**src/core/video_sync_pkg.sv**
```systemverilog
// Timing constants and carrier types for the bit-mapped video sync controller
package video_sync_pkg;
	localparam int unsigned FIELDS_PER_SEC  = 60;
	localparam int unsigned LINES_PER_FIELD = 262;
	localparam int unsigned CYCLES_PER_LINE = 14;
	localparam int unsigned BITS_PER_BYTE   = 8;
	localparam int unsigned NOMINAL_CLOCK_HZ = FIELDS_PER_SEC * LINES_PER_FIELD
		* CYCLES_PER_LINE * BITS_PER_BYTE;

	localparam logic [3:0] CYCLE_LAST      = 4'hD;
	localparam logic [3:0] CYCLE_SKIP_LAST = 4'hC;
	localparam logic [8:0] LINE_LAST       = 9'h105;

	localparam logic [8:0] VSYNC_LINES  = 9'h006;
	localparam logic [8:0] INT_LINE     = 9'h03E;
	localparam logic [8:0] WINDOW_FIRST = 9'h040;
	localparam logic [8:0] WINDOW_LINES = 9'h080;
	localparam logic [8:0] WINDOW_LAST  = 9'h0BF;
	localparam logic [8:0] FLAG_LINES   = 9'h004;

	localparam logic [3:0] DMA_FIRST_CYCLE = 4'h2;
	localparam logic [3:0] DMA_LAST_CYCLE  = 4'h9;
	localparam logic [3:0] SYNC_END_CYCLE  = 4'h1;

	localparam logic [7:0] SHIFT_RESET = 8'h00;

	typedef struct packed {
		logic first;
		logic second;
		logic code_hi;
		logic code_lo;
	} cpu_timing_t;

	typedef struct packed {
		logic sync_n;
		logic video;
	} video_out_t;
endpackage : video_sync_pkg

```
**src/core/reset_conditioner.sv**
```systemverilog
// Reset conditioner driving a cleaned system clear output
`timescale 1ns/10ps
`default_nettype none
module reset_conditioner
	import video_sync_pkg::*;
(
	input  wire logic i_clock,
	input  wire logic i_arst_n,
	output logic      o_clear_n
);
	logic stage_reg;
	logic clear_reg;

	// Asserts at once, releases after two clean edges
	always_ff @(posedge i_clock or negedge i_arst_n) begin
		if (!i_arst_n) begin
			stage_reg <= 1'b0;
			clear_reg <= 1'b0;
		end else begin
			stage_reg <= 1'b1;
			clear_reg <= stage_reg;
		end
	end

	assign o_clear_n = clear_reg;

	chk_clear_follows: assert property (@(posedge i_clock)
		!i_arst_n |-> ##1 !o_clear_n)
		else $error("clear output did not follow reset");
endmodule : reset_conditioner
`default_nettype wire

```
**src/core/video_sync_dma.sv**
```systemverilog
// Bit-mapped video sync, interrupt, status flag and DMA request controller
`timescale 1ns/10ps
`default_nettype none
// Behaviour
// - Timing assumes clock of 60 fields x 262 lines x 14 cycles x 8 bits.
// - Field length is 262 counted horizontal lines, non-interlaced.
// - Composite sync derives from the two timing pulses plus state codes via line skip.
// - Interrupt low once per field, 56 lines after vertical sync ends.
// - Status flag low four lines before window and last four inside.
// - Each window line requests DMA from third cycle for eight cycles.
// - With state code 01, each second pulse loads a byte, sent MSB first.
// - On/off strobes set and clear display flip-flop gating DMA, interrupt.
// - Window is 128 of 262 lines; no DMA or video outside.
// - Supports 64 by 128 matrix; vertical resolution set by software.
// - Reset input initialises the whole device while asserted.
// - Clear output carries a conditioned copy of reset.
// - Composite sync and luminance leave as separate outputs.
// - Hsync starts after second pulse of first cycle, ends two cycles on.
// - Vertical sync starts with line 262 sync, lasts six lines.
// - State code other than 10 during hsync shortens line by one cycle.
// - Shift register moves MSB first, zero fills LSB each shift.
module video_sync_dma
	import video_sync_pkg::*;
(
	input  wire logic       i_clock,
	input  wire logic       i_arst_n,
	input  wire logic       i_timing_pulse_first,
	input  wire logic       i_timing_pulse_second,
	input  wire logic       i_state_code_hi,
	input  wire logic       i_state_code_lo,
	input  wire logic       i_display_on_strobe,
	input  wire logic       i_display_off_strobe,
	input  wire logic [7:0] i_data_bus,
	output logic            o_comp_sync_n,
	output logic            o_video,
	output logic            o_dma_out_request_n,
	output logic            o_interrupt_n,
	output logic            o_display_status_flag_n,
	output logic            o_clear_n
);
	typedef enum logic [1:0] {
		SYNC_IDLE,
		SYNC_WAIT_SECOND,
		SYNC_ACTIVE
	} sync_state_t;

	cpu_timing_t  timing;
	video_out_t   vid;
	sync_state_t  sync_reg;
	sync_state_t  sync_next;
	logic [3:0]   cycle_reg;
	logic [3:0]   cycle_next;
	logic [8:0]   line_reg;
	logic [8:0]   line_next;
	logic [1:0]   end_count_reg;
	logic         skip_reg;
	logic         display_reg;
	logic [7:0]   shift_reg;
	logic [2:0]   bit_count_reg;
	logic         dma_reg;
	logic         int_reg;
	logic         flag_reg;
	logic         vsync_reg;

	wire logic [3:0] cycle_end;
	wire logic       line_done;
	wire logic       in_window;
	wire logic       dma_cycle;
	wire logic       load_byte;
	wire logic       code_ok;
	wire logic       flag_line;

	assign timing = '{first: i_timing_pulse_first,
		second: i_timing_pulse_second,
		code_hi: i_state_code_hi, code_lo: i_state_code_lo};

	// Decodes a line number against a window of given start and length
	function automatic logic line_in(input logic [8:0] line,
		input logic [8:0] start, input logic [8:0] len);
		line_in = (line >= start) && (line < 9'(start + len));
	endfunction : line_in

	reset_conditioner u_reset (
		.i_clock  (i_clock),
		.i_arst_n (i_arst_n),
		.o_clear_n(o_clear_n)
	);

	assign code_ok   = timing.code_hi && !timing.code_lo;
	assign cycle_end = skip_reg ? CYCLE_SKIP_LAST : CYCLE_LAST;
	assign line_done = timing.first && (cycle_reg == cycle_end);
	assign in_window = line_in(line_reg, WINDOW_FIRST, WINDOW_LINES);
	assign dma_cycle = in_window && display_reg
		&& (cycle_reg >= DMA_FIRST_CYCLE)
		&& (cycle_reg <= DMA_LAST_CYCLE);
	assign load_byte = timing.second && !timing.code_hi && timing.code_lo
		&& display_reg && in_window;
	assign flag_line = line_in(line_reg, 9'(WINDOW_FIRST - FLAG_LINES),
			FLAG_LINES)
		|| line_in(line_reg, 9'(WINDOW_LAST - FLAG_LINES + 9'h001),
			FLAG_LINES);

	// Machine cycles counted on the first timing pulse
	always_comb begin
		cycle_next = cycle_reg;
		line_next  = line_reg;
		if (timing.first) begin
			if (cycle_reg == cycle_end) begin
				cycle_next = 4'h0;
				line_next  = (line_reg == LINE_LAST) ? 9'h000
					: 9'(line_reg + 9'h001);
			end else begin
				cycle_next = 4'(cycle_reg + 4'h1);
			end
		end
	end

	// Horizontal sync sequencing from the two pulses and the skip-adjusted line end
	always_comb begin
		sync_next = sync_reg;
		case (sync_reg)
			SYNC_IDLE: begin
				if (line_done)
					sync_next = SYNC_WAIT_SECOND;
			end
			SYNC_WAIT_SECOND: begin
				if (timing.second)
					sync_next = SYNC_ACTIVE;
			end
			SYNC_ACTIVE: begin
				if (timing.first && end_count_reg == 2'h1)
					sync_next = SYNC_IDLE;
			end
			default: sync_next = SYNC_IDLE;
		endcase
	end

	always_ff @(posedge i_clock or negedge i_arst_n) begin
		if (!i_arst_n) begin
			cycle_reg <= 4'h0;
			line_reg  <= 9'h000;
			sync_reg  <= SYNC_IDLE;
		end else begin
			cycle_reg <= cycle_next;
			line_reg  <= line_next;
			sync_reg  <= sync_next;
		end
	end

	// Counts first pulses while sync is active; samples codes for skip
	always_ff @(posedge i_clock or negedge i_arst_n) begin
		if (!i_arst_n) begin
			end_count_reg <= 2'h0;
			skip_reg      <= 1'b0;
		end else begin
			if (sync_reg != SYNC_ACTIVE)
				end_count_reg <= 2'h0;
			else if (timing.first)
				end_count_reg <= 2'(end_count_reg + 2'h1);
			if (sync_reg == SYNC_ACTIVE && timing.first)
				skip_reg <= !code_ok;
			else if (line_done)
				skip_reg <= 1'b0;
		end
	end

	// Vertical sync from line 262 rollover for six lines
	always_ff @(posedge i_clock or negedge i_arst_n) begin
		if (!i_arst_n)
			vsync_reg <= 1'b0;
		else if (sync_next == SYNC_ACTIVE && sync_reg != SYNC_ACTIVE)
			vsync_reg <= (line_reg < VSYNC_LINES);
	end

	// Display enable flip-flop; on strobe wins
	always_ff @(posedge i_clock or negedge i_arst_n) begin
		if (!i_arst_n)
			display_reg <= 1'b0;
		else if (i_display_on_strobe)
			display_reg <= 1'b1;
		else if (i_display_off_strobe)
			display_reg <= 1'b0;
	end

	// Registered control outputs
	always_ff @(posedge i_clock or negedge i_arst_n) begin
		if (!i_arst_n) begin
			dma_reg  <= 1'b0;
			int_reg  <= 1'b0;
			flag_reg <= 1'b0;
		end else begin
			dma_reg  <= dma_cycle;
			int_reg  <= display_reg && (line_reg == INT_LINE);
			flag_reg <= flag_line;
		end
	end

	// Shifter: one byte per machine cycle, zero fill
	always_ff @(posedge i_clock or negedge i_arst_n) begin
		if (!i_arst_n) begin
			shift_reg     <= SHIFT_RESET;
			bit_count_reg <= 3'h0;
		end else if (load_byte) begin
			shift_reg     <= i_data_bus;
			bit_count_reg <= 3'h0;
		end else begin
			shift_reg     <= {shift_reg[6:0], 1'b0};
			bit_count_reg <= 3'(bit_count_reg + 3'h1);
		end
	end

	assign vid.sync_n = !((sync_reg == SYNC_ACTIVE) ^ vsync_reg);
	assign vid.video  = shift_reg[7];
	assign o_comp_sync_n           = vid.sync_n;
	assign o_video                 = vid.video;
	assign o_dma_out_request_n     = !dma_reg;
	assign o_interrupt_n           = !int_reg;
	assign o_display_status_flag_n = !flag_reg;

	// Counter and sync sequencing
	chk_field_wrap: assert property (@(posedge i_clock)
		disable iff (!i_arst_n)
		line_reg <= LINE_LAST)
		else $error("line counter past field end");
	chk_line_rollover: assert property (@(posedge i_clock)
		disable iff (!i_arst_n)
		line_done && line_reg == LINE_LAST |=> line_reg == 9'h000)
		else $error("line counter did not roll over");
	chk_cycle_range: assert property (@(posedge i_clock)
		disable iff (!i_arst_n)
		cycle_reg <= CYCLE_LAST)
		else $error("cycle counter out of range");
	chk_sync_start: assert property (@(posedge i_clock)
		disable iff (!i_arst_n)
		sync_reg == SYNC_WAIT_SECOND && timing.second
		|=> sync_reg == SYNC_ACTIVE)
		else $error("hsync did not start");
	chk_sync_end: assert property (@(posedge i_clock)
		disable iff (!i_arst_n)
		sync_reg == SYNC_ACTIVE && timing.first && end_count_reg == 2'h1
		|=> sync_reg == SYNC_IDLE)
		else $error("hsync did not end");
	chk_skip_sample: assert property (@(posedge i_clock)
		disable iff (!i_arst_n)
		sync_reg == SYNC_ACTIVE && timing.first && !code_ok |=> skip_reg)
		else $error("bad state code did not shorten line");
	chk_vsync_start: assert property (@(posedge i_clock)
		disable iff (!i_arst_n)
		sync_next == SYNC_ACTIVE && sync_reg != SYNC_ACTIVE
		&& line_reg == 9'h000 |=> vsync_reg)
		else $error("vsync did not start with field");
	chk_vsync_end: assert property (@(posedge i_clock)
		disable iff (!i_arst_n)
		sync_reg == SYNC_ACTIVE && line_reg == VSYNC_LINES |-> !vsync_reg)
		else $error("vsync longer than six lines");

	// Requests, interrupt and status flag
	chk_dma_window: assert property (@(posedge i_clock)
		disable iff (!i_arst_n)
		!o_dma_out_request_n |-> $past(in_window) && $past(display_reg))
		else $error("dma request outside window");
	chk_dma_start: assert property (@(posedge i_clock)
		disable iff (!i_arst_n)
		$fell(o_dma_out_request_n) |-> $past(cycle_reg) == DMA_FIRST_CYCLE)
		else $error("dma request began in wrong cycle");
	chk_dma_stop: assert property (@(posedge i_clock)
		disable iff (!i_arst_n)
		$rose(o_dma_out_request_n)
		|-> $past(cycle_reg) == 4'(DMA_LAST_CYCLE + 4'h1) || !$past(display_reg))
		else $error("dma request ended in wrong cycle");
	chk_dma_gate: assert property (@(posedge i_clock)
		disable iff (!i_arst_n)
		!display_reg |=> o_dma_out_request_n)
		else $error("dma request while display off");
	chk_int_gate: assert property (@(posedge i_clock)
		disable iff (!i_arst_n)
		!o_interrupt_n |-> $past(line_reg) == INT_LINE && $past(display_reg))
		else $error("interrupt at wrong line or while disabled");
	chk_int_off: assert property (@(posedge i_clock)
		disable iff (!i_arst_n)
		!display_reg |=> o_interrupt_n)
		else $error("interrupt while display off");
	chk_display_off: assert property (@(posedge i_clock)
		disable iff (!i_arst_n)
		i_display_off_strobe && !i_display_on_strobe |=> !display_reg)
		else $error("display did not turn off");
	chk_flag_lines: assert property (@(posedge i_clock)
		disable iff (!i_arst_n)
		!o_display_status_flag_n |-> $past(flag_line))
		else $error("status flag at wrong line");

	// Luminance shifter
	chk_load_byte: assert property (@(posedge i_clock)
		disable iff (!i_arst_n)
		load_byte |=> shift_reg == $past(i_data_bus))
		else $error("byte not captured");
	chk_zero_fill: assert property (@(posedge i_clock)
		disable iff (!i_arst_n)
		!load_byte |=> shift_reg[0] == 1'b0)
		else $error("shift did not zero fill");
	chk_shift_empty: assert property (@(posedge i_clock)
		disable iff (!i_arst_n)
		bit_count_reg == 3'h7 && !load_byte |=> shift_reg == SHIFT_RESET)
		else $error("shifter not empty after eight bits");
endmodule : video_sync_dma
`default_nettype wire

```
**config.mk**
```make
export PLATFORM = sky130hd
export DESIGN_NAME = video_sync_dma
export DESIGN_NICKNAME = d
export VERILOG_FILES = /design/src/core/video_sync_pkg.sv /design/src/core/reset_conditioner.sv /design/src/core/video_sync_dma.sv
export SDC_FILE = /design/constraint.sdc
export NUM_CORES = 1
export LEC_CHECK = 0
export BUFFER_PORTS_ARGS = -buffer_cell sky130_fd_sc_hd__buf_2
export CAP_MARGIN = 30
export CORE_MARGIN = 2
export CORE_UTILIZATION = 39
export DETAILED_ROUTE_END_ITERATION = 8
export GPL_TIMING_DRIVEN = 0
export PLACE_DENSITY = 0.64
export SLEW_MARGIN = 20
export SYNTH_ARGS = -nofsm -noshare
export SYNTH_HDL_FRONTEND = slang
export SYNTH_HIERARCHICAL = 1
export SYNTH_SLANG_ARGS = --single-unit
```
**constraint.sdc**
```tcl
create_clock -name i_clock -period 3 [get_ports i_clock]
set_input_delay 0.15 -clock i_clock [delete_from_list [all_inputs] [get_ports i_clock]]
set_output_delay 0.15 -clock i_clock [all_outputs]
set_load 0.05 [all_outputs]
```
Yosys cells after proc, flatten, opt, wreduce, memory -nomap -nowiden
Cells that the tools add are included.
{"block": "totals", "output_inout_bits": 6, "reg_bits": 33, "word_cells": 76, "inputBits": 16}
{"block": "classes", "mux": 14, "n_eq_ne": 8, "bitwise_logic": 1, "n_reduce_logical": 29, "n_lt_le_gt_ge": 8, "addsub": 3}
{"operator": "logical AND 1 bit", "n": 16}
{"operator": "2-to-1 mux 2 bit", "n": 5}
{"operator": "adder 9 x 1 -> 9 bit (second input constant)", "n": 1}
{"operator": "equality test 9 x 6 -> 1 bit (second input constant)", "n": 1}
{"operator": "equality test 9 bit (second input constant)", "n": 1}
{"operator": "greater-or-equal comparator 9 x 6 -> 1 bit (second input constant)", "n": 1}
{"operator": "greater-or-equal comparator 9 x 7 -> 1 bit (second input constant)", "n": 1}
{"operator": "greater-or-equal comparator 9 x 8 -> 1 bit (second input constant)", "n": 1}
{"operator": "less-than comparator 9 x 3 -> 1 bit (second input constant)", "n": 1}
{"operator": "less-than comparator 9 x 7 -> 1 bit (second input constant)", "n": 1}
{"operator": "less-than comparator 9 x 8 -> 1 bit (second input constant)", "n": 1}
{"operator": "2-to-1 mux 9 bit", "n": 1}
{"operator": "2-to-1 mux 8 bit", "n": 1}
{"operator": "logical NOT 1 bit", "n": 7}
{"operator": "case mux 2 bit (3 select lines)", "n": 1}
{"operator": "nonzero test 2 bit", "n": 3}
{"operator": "2-to-1 mux 1 bit", "n": 5}
{"operator": "adder 4 x 1 -> 4 bit (second input constant)", "n": 1}
{"operator": "equality test 2 x 1 -> 1 bit (second input constant)", "n": 2}
{"operator": "equality test 2 bit (second input constant)", "n": 2}
{"operator": "equality test 4 bit", "n": 1}
{"operator": "greater-or-equal comparator 4 x 2 -> 1 bit (second input constant)", "n": 1}
{"operator": "<= comparator 4 bit (second input constant)", "n": 1}
{"operator": "2-to-1 mux 4 bit", "n": 1}
{"operator": "6 further kinds", "n": 6}

Longest topological paths before layout
{"block": "depth", "ltp_word": 7, "mapped_depth": 6, "depth_no_buf": 5}

Cells and area by module
Netlist, hierarchy kept.
{"module": "video_sync_dma", "n_inst": 1, "area_per_inst_um2": 1595.3, "seq_area_each_um2": 775.7, "cells_per_inst": 141}
{"module": "reset_conditioner", "n_inst": 1, "area_per_inst_um2": 53.8, "seq_area_each_um2": 50.0, "cells_per_inst": 3}

Least setup slack after synthesis
No wires, ideal clock.
{"block": "synth_timing", "path_kind": "register -> output", "from": "reg sync_reg[1]", "to": "out o_comp_sync_n", "slack_ns": 1.486, "stages_incl_launch_ff": 3, "t_required_ns": 2.850, "t_arrival_ns": 1.364, "path_buffers": 0, "cell_sequence": "dfrtp_1 -> nor2b_1 -> xnor2_1"}
{"block": "synth_via", "elab_chain_len": 3}
{"item": "from (decl)", "line_no": "video_sync_dma.sv:49", "text": "sync_state_t sync_reg;"}
{"item": "from (signal assigned)", "line_no": "video_sync_dma.sv:146", "text": "sync_reg <= sync_next;"}
{"item": "equality test 2 bit", "line_no": "video_sync_dma.sv:212", "text": "assign vid.sync_n = !((sync_reg == SYNC_ACTIVE) ^ vsync_reg);"}
{"item": "bitwise XOR 1 bit", "line_no": "video_sync_dma.sv:212"}
{"item": "logical NOT 1 bit", "line_no": "video_sync_dma.sv:212"}
{"item": "to (decl)", "line_no": "video_sync_dma.sv:34", "text": "output logic o_comp_sync_n,"}
No other way between the ends.

Final worst setup path
{"block": "layout_timing", "from": "reg line_reg[6]", "to": "reg shift_reg[4]"}
{"block": "layout_via", "elab_chain_len": 4, "word_cells_on_any_way": 5, "classes_between": "2 x order compare; 1 x mux; 2 x reduce/logical"}
{"item": "from (decl)", "line_no": "video_sync_dma.sv:53", "text": "logic [8:0] line_reg;"}
{"item": "from (signal assigned)", "line_no": "video_sync_dma.sv:145", "text": "line_reg <= line_next;"}
{"item": "greater-or-equal comparator 9 x 7 -> 1 bit / less-than comparator 9 x 8 -> 1 bit (equally long branches)", "line_no": "video_sync_dma.sv:80", "text": "line_in = (line >= start) && (line < 9'(start + len));"}
{"item": "logical AND 1 bit *", "line_no": "video_sync_dma.sv:80"}
{"item": "logical AND 1 bit *", "line_no": "video_sync_dma.sv:97", "text": "&& display_reg && in_window;"}
{"item": "2-to-1 mux 8 bit *", "line_no": "video_sync_dma.sv:203", "text": "end else if (load_byte) begin"}
{"item": "to (signal assigned)", "line_no": "video_sync_dma.sv:204", "text": "shift_reg <= i_data_bus;"}
{"item": "to (signal assigned)", "line_no": "video_sync_dma.sv:207", "text": "shift_reg <= {shift_reg[6:0], 1'b0};"}
{"item": "to (decl)", "line_no": "video_sync_dma.sv:58", "text": "logic [7:0] shift_reg;"}
Mark *: on every way between the ends. The rest lies on a longest branch, timed or not.
A chain may end at the register's enable or synchronous reset.

==> reports/results.ini <==
[setup_path]
worst_setup_path_start_kind=register
crit_family=simple AND/OR/NAND/NOR gates
cpPeakStageDelay_ps=380
required_ps=3160
cp-end-kind=register
cp_num_buf_inv=2
crit_slowest_cell=dfrtp_1
path_common_cell=buf_6
cp_max_fo=8
crit_chain=buf_6, xor2_1, and3_1, and4b_1, buf_6, mux2_4
arrival_ps=1790
crit_type=reg -> reg

[floorplanning]
initial_core_util=0.409
ios=22
die_h_um=69.0
coreArea_um2=4030
die_w_um=69.0
rows=23
die-area_um2=4760

[clock_network]
path_clk_slew_ps=60
cts_num_sinks=33
cts_resized=0
insertion_delay_ps=270
postCtsSetupBuffers=0
htree_levels=2
clockRootBuffer=clkbuf_8
hold_buffers=1
cts_inserted_buffers=5
clockBufferDepth=2
cts_tree=done

[cells_and_area]
antenna_cells=0
regArea_um2=826
multi_input_area_um2=754
drive_above_1_share=0.273
syn_to_final_growth_pct=15.3
final_core_utilization=0.472
nFillCells=374
largest_register_ffs=9
final_nets=198

[sta]
hold_viol=0
setup_viol_count_final=0
post-route-min-period_ps=1640
period_share=0.546
drv_slew=0
fmax_mhz=611
finalSetupTns_ps=0
rsz0062_at_grt=no
clock_skew_ps=4.07
worstMarginPinSlew_ps=729
slew_headroom=0.514

[global_route]
grt_max_degree=34
track_usage=0.132
grt_overflow=0
grt_pass1_vias=1188
grt_pass1_wl_um=5150
antenna_found_initial=0

[detailed_routing]
drtPass1Iterations=4
routed-via-count=1128
viasPerCell=5.08
wirelength_um=2870
detail-route-antenna-nets=0
route.detailed.wl_per_inst_um=12.9
drc=0
drt-initial-drc-count=40

[yosys]
yosysSeqAreaShare=0.501
synth_edf_count=0
synth-seq-cells=33
ys.flop_type=dfrtp_1
synth_top_area_frac=0.501
synthesis.area_um2=1650
ys.warnings.count=6
synth_nets=169
synthCells=144
synthArstFlopShare=1.00
ys_top_cells_by_area=dfrtp_1 (50%), ha_1 (6.8%), mux2_4 (6.4%)
synth_top_area_cell=dfrtp_1
synthDistinctLibCells=42
syn_area_per_cell_um2=11.5

[placed_design]
dpl.hpwl_um=2090
portBuffers=21
place_congestion=0.879

[pwr]
power.leakage_uw=0.000927
power.density_nw_per_um2=646
ir_drop_mv=0.345

[worst_hold_path]
hp-class=in -> reg

[flow_run]
drv_cap=0

[run_status]
outcome=complete, no violations

cell type report:
type	count	area share
sequential	33	0.434
clock buffer	5	0.0362
clock inverter	1	0.00263
timing repair buffer	22	0.0606
multi-input combinational	97	0.397
inverter	10	0.0197
tap	50	0.0329
buffer	4	0.0165
cells in the mapped netlist, types with 2 or more instances:
cell / instances
o21ai_0: 9
a211oi_1: 2
xor2_1: 3
mux2_4: 7
nand4_2: 2
dfrtp_1: 33
inv_1: 10
nand2b_1: 3
a22o_1: 2
a21oi_1: 3
ha_1: 9
nand2_1: 9
a21o_1: 4
nand4_1: 3
nand3_1: 4
and3_1: 2
xnor2_1: 4
nor2_1: 7
buf_6: 2
nor4_2: 2
nor2b_1: 3
final timing paths:
kind	slack, ps	cells past startpoint	end	start
setup reg to reg	1360	6	shift_reg[4]	line_reg[6]
hold reg to reg	350	0	u_reset/o_clear_n	u_reset/stage_reg
max in group asynchronous	2070	2	shift_reg[6]	i_arst_n
min in group asynchronous	470	2	dma_reg	i_arst_n
setup / recovery	1360	6	shift_reg[4]	line_reg[6]
hold / removal	60	2	display_reg	i_display_on_strobe
power by group:
part	total, uW	internal, uW	switching, uW
registers	606	513	92.9
logic	325	135	191
clock network	296	152	144
kinds of logic after synthesis:
| group | share of synthesized area |
|---|---|
| AND/OR/NAND/NOR | 0.180 |
| flip-flops | 0.501 |
| AO/OA/AOI/OAI | 0.0994 |
| buffers and inverters | 0.0417 |
| adder cells (fa/ha/maj) | 0.0683 |
| multiplexers | 0.0706 |
| XOR/XNOR | 0.0372 |
| other | 0.00227 |
metal layers:
layer,vias to the layer above,wire [um],global-route usage
met4,0,31,0.0523
met1,551,1330,0.158
met2,16,1400,0.219
met5,-,0,0
li1,556,-,-
met3,5,111,0.0424
worst register-to-register path, stage by stage (launching register included):
cell and delay (ps):
dfrtp_1 380, buf_6 130, xor2_1 110, and3_1 220, and4b_1 220, buf_6 160
mux2_4 300
cells in the final DEF (no fill, tap or decap), types with 4 or more instances in the layout:
cell type	netlist	final
a21o_1	4	4
buf_2	1	22
clkbuf_8	0	5
dfrtp_1	33	33
ha_1	9	9
inv_1	10	10
mux2_4	7	7
nand2_1	9	9
nand3_1	4	4
nor2_1	7	7
o21ai_0	9	9
xnor2_1	4	4
per-stage QoR:
step           cell area (um^2)  cells  hold slack [ps]  total power, uW  setup slack, ps
2_1_floorplan              1650    144             -146              838             1490
3_3_place_gp               1820    215              240              913             1370
3_5_place_dp               1820    215              258              937             1360
4_1_cts                    1900    222             55.2             1240             1350
5_1_grt                    1900    222             72.0             1330             1260
6_report                   1900    222             60.9             1230             1360
Power figures use the tool's default switching activity.
